===== config.mk =====
export PLATFORM = sky130hd
export DESIGN_NAME = lsia_top
export DESIGN_NICKNAME = d
export VERILOG_FILES = /design/src/pkg/lsia_pkg.sv /design/src/hw/lsia_sticky.sv /design/src/hw/lsia_top.sv
export SDC_FILE = /design/constraint.sdc
export NUM_CORES = 1
export LEC_CHECK = 0
export ABC_AREA = 1
export BUFFER_PORTS_ARGS = -buffer_cell sky130_fd_sc_hd__buf_4
export CAP_MARGIN = 20
export CELL_PAD_IN_SITES_DETAIL_PLACEMENT = 0
export CELL_PAD_IN_SITES_GLOBAL_PLACEMENT = 1
export CORE_ASPECT_RATIO = 1.4
export CORE_MARGIN = 2
export CORE_UTILIZATION = 25
export DETAILED_ROUTE_END_ITERATION = 8
export PLACE_DENSITY_LB_ADDON = 0.1
export RECOVER_POWER = 100
export SYNTH_ARGS = -nofsm -noshare
export SYNTH_HDL_FRONTEND = slang
export SYNTH_SLANG_ARGS = --single-unit

===== constraint.sdc =====
create_clock -name CLK_I -period 2.1 [get_ports CLK_I]
set_clock_uncertainty 0.05 [all_clocks]
set_input_delay 0.315 -clock CLK_I [delete_from_list [all_inputs] [get_ports CLK_I]]
set_output_delay 0.315 -clock CLK_I [all_outputs]
set_load 0.01 [all_outputs]

===== src/pkg/lsia_pkg.sv =====
package lsia_pkg;
	localparam int ADDR_W = 6;
	localparam int DATA_W = 8;

	// Register offsets.
	localparam logic [5:0] OFS_SOURCE_MASK_A      = 6'h13;
	localparam logic [5:0] OFS_SOURCE_MASK_B      = 6'h14;
	localparam logic [5:0] OFS_SOURCE_STATUS_A    = 6'h18;
	localparam logic [5:0] OFS_SOURCE_STATUS_B    = 6'h19;
	localparam logic [5:0] OFS_GLOBAL_CONFIG      = 6'h20;
	localparam logic [5:0] OFS_CHANNEL_EVENT_SUMM = 6'h21;

	// Field positions in global_config.
	localparam int CFG_GLOBAL_MASK_BIT = 0;
	localparam int CFG_PIN_DRIVE_LSB   = 1;

	// Values after reset.
	localparam logic [7:0] RST_SOURCE_MASK   = 8'hff;
	localparam logic [7:0] RST_GLOBAL_CONFIG = 8'h01;
	localparam logic [7:0] RST_STATUS        = 8'h00;

	// Pin-drive encodings.
	localparam logic [1:0] DRV_PP_HIGH = 2'h0;
	localparam logic [1:0] DRV_PP_LOW  = 2'h1;

	// Control-mode strap encodings.
	localparam logic [1:0] MODE_HARDWARE = 2'h0;
	localparam logic [1:0] MODE_SERIAL   = 2'h1;
	localparam logic [1:0] MODE_PAR_DS   = 2'h2;
	localparam logic [1:0] MODE_PAR_RDWR = 2'h3;
endpackage


===== src/hw/lsia_sticky.sv =====
`timescale 1ns/1ps
// Eight sticky event flags; a set in the clearing cycle wins.
module lsia_sticky
	import lsia_pkg::*;
(
	// Clock and reset.
	input  wire logic        clk_i,
	input  wire logic        rstn_i,
	// Events and clears.
	input  wire logic [7:0]  set_i,
	input  wire logic [7:0]  clr_i,
	// Flags.
	output logic      [7:0]  q_o
);
	logic [7:0] q_r;
	logic [7:0] q_nxt;

	// Set is ORed in after the clear so a coincident event is kept.
	always_comb begin
		q_nxt = (q_r & ~clr_i) | set_i;
	end

	always_ff @(posedge clk_i) begin
		if (!rstn_i) begin
			q_r <= RST_STATUS;
		end else begin
			q_r <= q_nxt;
		end
	end

	assign q_o = q_r;
endmodule


===== src/hw/lsia_top.sv =====
`timescale 1ns/1ps
// Interrupt aggregator with a parallel non-multiplexed host port.
module lsia_top
	import lsia_pkg::*;
(
	// Clock and reset.
	input  wire logic        CLK_I,
	input  wire logic        RSTN_I,
	// Control-mode strap.
	input  wire logic [1:0]  MODE_I,
	// Host parallel port pins.
	input  wire logic        CS_N_I,
	input  wire logic [5:0]  ADDR_I,
	input  wire logic        DS_RD_N_I,
	input  wire logic        RW_WR_N_I,
	input  wire logic [7:0]  DATA_I,
	output logic      [7:0]  DATA_O,
	output logic             DATA_OE_O,
	// Interrupt sources, one-cycle pulses from on-chip logic.
	input  wire logic [7:0]  EVT_A_I,
	input  wire logic [7:0]  EVT_B_I,
	// Interrupt request pin.
	output logic             INT_O,
	output logic             INT_OE_O
);
	// Two-stage synchronisers for the pins.
	logic [1:0]  mode_s1_r, mode_s2_r;
	logic        cs_s1_r, cs_s2_r;
	logic [5:0]  addr_s1_r, addr_s2_r;
	logic        ds_s1_r, ds_s2_r;
	logic        rw_s1_r, rw_s2_r;
	logic [7:0]  din_s1_r, din_s2_r;

	always_ff @(posedge CLK_I) begin
		if (!RSTN_I) begin
			mode_s1_r <= MODE_HARDWARE;
			mode_s2_r <= MODE_HARDWARE;
			cs_s1_r   <= 1'b1;
			cs_s2_r   <= 1'b1;
			addr_s1_r <= 6'h00;
			addr_s2_r <= 6'h00;
			ds_s1_r   <= 1'b1;
			ds_s2_r   <= 1'b1;
			rw_s1_r   <= 1'b1;
			rw_s2_r   <= 1'b1;
			din_s1_r  <= 8'h00;
			din_s2_r  <= 8'h00;
		end else begin
			mode_s1_r <= MODE_I;
			mode_s2_r <= mode_s1_r;
			cs_s1_r   <= CS_N_I;
			cs_s2_r   <= cs_s1_r;
			addr_s1_r <= ADDR_I;
			addr_s2_r <= addr_s1_r;
			ds_s1_r   <= DS_RD_N_I;
			ds_s2_r   <= ds_s1_r;
			rw_s1_r   <= RW_WR_N_I;
			rw_s2_r   <= rw_s1_r;
			din_s1_r  <= DATA_I;
			din_s2_r  <= din_s1_r;
		end
	end

	// Decoded access phases from the synchronised pins.
	logic par_mode;
	logic rd_act;
	logic wr_act;

	always_comb begin
		par_mode = (mode_s2_r == MODE_PAR_DS) || (mode_s2_r == MODE_PAR_RDWR);
		if (mode_s2_r == MODE_PAR_RDWR) begin
			rd_act = ~ds_s2_r;
			wr_act = ~rw_s2_r;
		end else begin
			rd_act = ~ds_s2_r & rw_s2_r;
			wr_act = ~ds_s2_r & ~rw_s2_r;
		end
		rd_act = rd_act & ~cs_s2_r & par_mode;
		wr_act = wr_act & ~cs_s2_r & par_mode;
	end

	// Register state.
	logic [7:0] mask_a_r, mask_a_nxt;
	logic [7:0] mask_b_r, mask_b_nxt;
	logic [7:0] cfg_r, cfg_nxt;
	logic       rd_act_r, wr_act_r;
	logic [5:0] rd_addr_r, rd_addr_nxt;
	logic [7:0] rd_snap_r, rd_snap_nxt;
	logic [7:0] dout_r, dout_nxt;
	logic       doe_r, doe_nxt;
	logic [7:0] clr_a, clr_b;
	logic [7:0] status_a, status_b;
	logic [7:0] pend_a, pend_b;
	logic [7:0] summary;
	logic [7:0] rd_mux;

	// Status flags; events arriving during a read survive the clear.
	lsia_sticky u_status_a (
		.clk_i  (CLK_I),
		.rstn_i (RSTN_I),
		.set_i  (EVT_A_I),
		.clr_i  (clr_a),
		.q_o    (status_a)
	);

	lsia_sticky u_status_b (
		.clk_i  (CLK_I),
		.rstn_i (RSTN_I),
		.set_i  (EVT_B_I),
		.clr_i  (clr_b),
		.q_o    (status_b)
	);

	// Pending sources after per-source masking, and the channel summary.
	always_comb begin
		pend_a  = status_a & ~mask_a_r;
		pend_b  = status_b & ~mask_b_r;
		summary = {6'h00, |pend_b, |pend_a};
	end

	// Read multiplexer; unmapped offsets read as zero.
	always_comb begin
		unique case (addr_s2_r)
			OFS_SOURCE_MASK_A:      rd_mux = mask_a_r;
			OFS_SOURCE_MASK_B:      rd_mux = mask_b_r;
			OFS_SOURCE_STATUS_A:    rd_mux = status_a;
			OFS_SOURCE_STATUS_B:    rd_mux = status_b;
			OFS_GLOBAL_CONFIG:      rd_mux = cfg_r;
			OFS_CHANNEL_EVENT_SUMM: rd_mux = summary;
			default:                rd_mux = 8'h00;
		endcase
	end

	// Port next state. Writes land at the trailing edge of the strobe, when data is settled.
	// Status is cleared at the end of a read, but only the bits the host actually saw.
	always_comb begin
		mask_a_nxt  = mask_a_r;
		mask_b_nxt  = mask_b_r;
		cfg_nxt     = cfg_r;
		rd_addr_nxt = rd_addr_r;
		rd_snap_nxt = rd_snap_r;
		dout_nxt    = dout_r;
		doe_nxt     = rd_act;
		clr_a       = 8'h00;
		clr_b       = 8'h00;
		if (rd_act && !rd_act_r) begin
			rd_addr_nxt = addr_s2_r;
			rd_snap_nxt = rd_mux;
			dout_nxt    = rd_mux;
		end
		if (!rd_act && rd_act_r) begin
			if (rd_addr_r == OFS_SOURCE_STATUS_A) begin
				clr_a = rd_snap_r;
			end
			if (rd_addr_r == OFS_SOURCE_STATUS_B) begin
				clr_b = rd_snap_r;
			end
		end
		if (!wr_act && wr_act_r && !cs_s2_r) begin
			unique case (addr_s2_r)
				OFS_SOURCE_MASK_A: mask_a_nxt = din_s2_r;
				OFS_SOURCE_MASK_B: mask_b_nxt = din_s2_r;
				OFS_GLOBAL_CONFIG: cfg_nxt = din_s2_r;
				default:           cfg_nxt = cfg_r;
			endcase
		end
	end

	always_ff @(posedge CLK_I) begin
		if (!RSTN_I) begin
			mask_a_r  <= RST_SOURCE_MASK;
			mask_b_r  <= RST_SOURCE_MASK;
			cfg_r     <= RST_GLOBAL_CONFIG;
			rd_act_r  <= 1'b0;
			wr_act_r  <= 1'b0;
			rd_addr_r <= 6'h00;
			rd_snap_r <= 8'h00;
			dout_r    <= 8'h00;
			doe_r     <= 1'b0;
		end else begin
			mask_a_r  <= mask_a_nxt;
			mask_b_r  <= mask_b_nxt;
			cfg_r     <= cfg_nxt;
			rd_act_r  <= rd_act;
			wr_act_r  <= wr_act;
			rd_addr_r <= rd_addr_nxt;
			rd_snap_r <= rd_snap_nxt;
			dout_r    <= dout_nxt;
			doe_r     <= doe_nxt;
		end
	end

	// Request and pin drive. The pin is idle in hardware mode, where no registers exist.
	logic       req;
	logic [1:0] drv;
	logic       int_r, int_nxt;
	logic       int_oe_r, int_oe_nxt;

	always_comb begin
		req = (|pend_a | |pend_b) & ~cfg_r[CFG_GLOBAL_MASK_BIT] & par_mode;
		drv = cfg_r[CFG_PIN_DRIVE_LSB +: 2];
		unique case (drv)
			DRV_PP_HIGH: begin
				int_nxt    = req;
				int_oe_nxt = 1'b1;
			end
			DRV_PP_LOW: begin
				int_nxt    = ~req;
				int_oe_nxt = 1'b1;
			end
			default: begin
				int_nxt    = 1'b0;
				int_oe_nxt = req;
			end
		endcase
	end

	always_ff @(posedge CLK_I) begin
		if (!RSTN_I) begin
			int_r    <= 1'b0;
			int_oe_r <= 1'b1;
		end else begin
			int_r    <= int_nxt;
			int_oe_r <= int_oe_nxt;
		end
	end

	assign DATA_O    = dout_r;
	assign DATA_OE_O = doe_r;
	assign INT_O     = int_r;
	assign INT_OE_O  = int_oe_r;
endmodule


== Word level (Yosys, flattened, before mapping) ==
Index checks and enable logic that the tools add are counted.
Word-level totals
  logic and storage cells: 83
  output and inout bits: 11
  input bits: 37
  bits in registers: 96
Cells by class
  eq/ne operators: 11
  reduce and logical (&&, ||, !) cells: 16
  bitwise logic cells: 25
  multiplexer cells: 8
Operators by type and width (number)
  8-bit case mux with 6 select lines: 1
  6-bit by 5-bit == test with 1-bit output (second input constant): 6
  8-bit AND: 4
  8-bit 2-to-1 mux: 4
  8-bit NOT: 4
  8-bit bitwise OR: 2
  8-bit OR reduction: 2
  6-bit == test (second input constant): 2
  1-bit AND: 8
  1-bit NOT: 6
  2-bit AND reduction: 3
  2-bit == test (second input constant): 2
  1-bit logical AND: 4
  1-bit zero test: 4
  3-bit OR reduction: 1
  2-bit by 1-bit == test with 1-bit output (second input constant): 1
  2-bit zero test: 1
  1-bit 2-to-1 mux: 2
  1-bit case mux with 2 select lines: 1
  1-bit logical OR: 1
  1-bit bitwise OR: 1

== Longest topological paths before layout ==
  depth in word-level cells: 11
  depth in mapped cells: 10
  mapped depth without buffers: 10

== By module ==
A second synthesis with hierarchy kept.
Unflattened totals
  cells, all modules: 553
  area, all modules: 3951.3 sq um
Modules (own cells, without submodules)
  lsia_top: seq. area each 1601.5 sq um, cells an instance 471, area each 3363.2 sq um, instances 1
  lsia_sticky: seq. area each 160.2 sq um, cells an instance 41, area each 294.0 sq um, instances 2

== Worst setup path after synthesis ==
No wires, ideal clock.
  path kind: flip-flop to flip-flop
  start point: register addr_s2_r[5]
  end point: register cfg_r[5]
  data arrival time: 1.125 ns
  clock period less this slack: 1.291 ns
  stages on the path, launching flop included: 9
  data required time: 1.934 ns
  slack: 0.809 ns
  setup time: 0.116 ns
  path buffers: 1
  path through: dfxtp_1 > inv_1 > nor2_2 > nand3_4 > nor2_4 > inv_2 > buf_6 > o21ai_1 > a21oi_1
Between the ends
  word-level cells in the longest chain between the ends: 2
RTL lines
  start, declared: line lsia_top.sv:29  | logic [5:0] addr_s1_r, addr_s2_r;
  start signal, assigned: line lsia_top.sv:54  | addr_s2_r <= addr_s1_r;
  6-bit == test: line lsia_top.sv:160  | unique case (addr_s2_r)
  2-bit AND reduction (no source line)
  end signal, assigned: line lsia_top.sv:183  | cfg_r <= cfg_nxt;
  end, declared: line lsia_top.sv:85  | logic [7:0] cfg_r, cfg_nxt;
No other way between the ends.
A chain may end at the register's enable or synchronous reset.

== Worst setup path after layout ==
  start point: register addr_s2_r[0]
  end point: register mask_b_r[3]
Between the ends
  word-level cells in the longest chain between the ends: 2
RTL lines
  6-bit by 5-bit == test with 1-bit output: line lsia_top.sv:160
  2-bit AND reduction (no source line)
  end signal, assigned: line lsia_top.sv:182  | mask_b_r <= mask_b_nxt;
  end, declared: line lsia_top.sv:84  | logic [7:0] mask_b_r, mask_b_nxt;
No other way between the ends.

==> metrics <==
status finished, final reports clean; Ports 48; Clock transition at path regs 70 ps; Min-Delay Path Class in2reg; CP Class reg2reg; critical path's top delay family simple AND/OR/NAND/NOR gates; setup violators final 0; CP Launch Type flip-flop; die footprint 16380 µm²; share of post-route cells with drive strength above 1 13.17%; pre-CTS WS 402.4 ps; sequential share of power 52.0%; clock buffer count from CTS 9; CTS HTree Levels 3; Std-Cell Rows 53; RSZ-0062 raised after global routing false; pwr dens 797.8 nW/µm²; ANT cells 0; CTS resizes 0; CP bufs+invs 1; post-synth top area cell dfxtp_1; drt total wl 9.824 mm; max-cap check violation count 0; sequential area share after synthesis 50.07%; Initial DRC Count 112; GRT Resource Usage Total 13.23%; initial antenna violation count 0; CP most frequent cell nand3_1; top post-synthesis cells by count 110 x nand2_1, 107 x inv_1, 96 x dfxtp_1, 44 x a21oi_1; delay of the slowest cell on the worst path 440 ps; DRT Pass-1 Iters 4; logic gate share of total power 4.9%; Yosys top cell area share 50.07%; top-count cell post-synth nand2_1; Sw Share 23.56%; clk buf depth 2; Area contributors post-synth dfxtp_1 50%, nand2_1 11%, inv_1 10%; CTS root buf clkbuf_16; dpl hpwl 7.500 mm; WL/cell 12.78 µm; Area growth syn-to-layout 20.14%; WP data arrival 1890 ps; CP max stage cell nor2_2; # Post-CTS Setup Buffers 0; CP Cell Sequence nor2_4, nand3_1, nor2_2, inv_1, nand2_1, nand3_1; critical path required time 2230 ps; Die Span Y 150.6 µm; Leakage 2.231 nW; post-route ant nets 0; GR Overflow Total 0; crit share post-route 83.57%; Slew HR 34.77%; Via Count 3108; first-pass GRT wire length 16.33 mm; Avg Cell Area, Syn 7.340 µm²; Final #Nets 609; minimum clock period 1755 ps; post-route setup slack 345.1 ps; DRC errors left 0; Die X 108.7 µm; worst slew pin tran 978.4 ps; Async SR Flop Fraction 0%; Main synth FF type dfxtp_1; maximum clock frequency 569.8 MHz; TNS Setup 0 ps; Clk pwr share 43.1%; Starting Density 25.50%; final cell utilization of the core 30.64%; P_sw 867.0 µW; number of port buffers 47; EDFF count, synth 0; Post-Synthesis Cells 523; mapped cell area 3839 µm²; post-synthesis net count 560; Core Area 15050 µm²; hold_buf cts 0; Clk Latency, worst-skew pair 340 ps; vias in the first global route 3149; worst-path fanout max 12; Avg Vias per Cell 4.042; VDD IR-drop max 0.3235 mV; Netlist cell types 26; GPL Wtd Cong 0.7558; fillers 1683; crit end category flip-flop; count of final hold-check violations 0; synthesis-stage register bit count 96; maximum number of pins on one net before global-route repair 38; Warnings, synthesis 0; Cell Int Power 2.813 mW; CTS tree built; # clock sinks 96; max-slew violation count 0
-- stage by stage --
stage	hold WS [ps]	total power [mW]	cells	instance area, µm²
final	98.85	3.680	769	4612
after global routing	86.14	3.865	769	4612
after CTS	84.05	3.756	769	4692
after detailed placement	345.3	2.144	753	4402
after global placement	343.3	2.143	753	4402
after floorplan	340.5	2.044	523	3839
-- per-layer routing --
metal  up-vias  wire [µm]  GRT usage, %
li1       1694          -             -
met1      1348       4581         16.07
met2        51       4593         21.84
met3        15        299         3.074
met4         0        350         6.346
met5         -          0             0
-- power groups by stage --
stage,registers (mW),logic [mW],clock network [mW]
final,1.91,0.179,1.59
after global routing,1.92,0.210,1.73
after CTS,1.92,0.188,1.65
after detailed placement,1.96,0.187,0
after global placement,1.96,0.186,0
after floorplan,1.94,0.103,0
-- sequential cells by signal, summed over array words and instances (netlist names), 2 cells and up --
name / flops
addr_s2_r: 6
mode_s1_r: 2
u_status_a.q_o: 8
din_s1_r: 8
mode_s2_r: 2
rd_addr_r: 6
mask_b_r: 8
DATA_O: 8
mask_a_r: 8
din_s2_r: 8
addr_s1_r: 6
cfg_r: 8
u_status_b.q_o: 8
-- worst min-delay path, cell delays in order --
cell and delay, ps:
buf_4 70, nand2_1 40, inv_1 40
-- layout make-up --
class | instances | area [µm²] | area share [%]
Timing Repair Buffer | 54 | 347.8 | 7.542
Clock buffer | 10 | 239.0 | 5.182
Tap cell | 192 | 240.2 | 5.209
Clock inverter | 6 | 51.30 | 1.112
Inverter | 110 | 412.9 | 8.953
Sequential cell | 96 | 1922 | 41.67
Multi-Input combinational cell | 301 | 1399 | 30.33
-- layout by cell type, fill, tap and decap left out, types with 2 or more instances in the layout --
master,instances
nor2_1,42
nand2_1,110
buf_4,38
clkbuf_1,14
nor2_4,5
a21oi_1,44
nor3_1,2
nand2_2,4
inv_8,2
clkbuf_2,2
dfxtp_1,96
nor2_2,2
clkinvlp_4,2
or2_2,6
nand3_1,29
inv_1,108
clkbuf_16,9
o21ai_0,45
o211ai_1,5
nand4_1,4
-- worst paths after layout --
path	from	to	slack (ps)	cells after the start
worst max-delay path	addr_s2_r[0]	mask_b_r[3]	350	6
worst min-delay path	DATA_I[6]	din_s1_r[6]	100	3
worst max register to register	addr_s2_r[0]	mask_b_r[3]	350	6
worst min register to register	din_s1_r[5]	din_s2_r[5]	360	2
-- kinds of logic after synthesis --
| group | after synthesis | share of synthesized area, % |
|---|---|---|
| and+or+nand+nor | 207 | 24.19 |
| DFF | 96 | 50.07 |
| buffers and inverters | 126 | 12.91 |
| AOI/OAI and AO/OA | 94 | 12.84 |
Power figures use the tool's default switching activity.
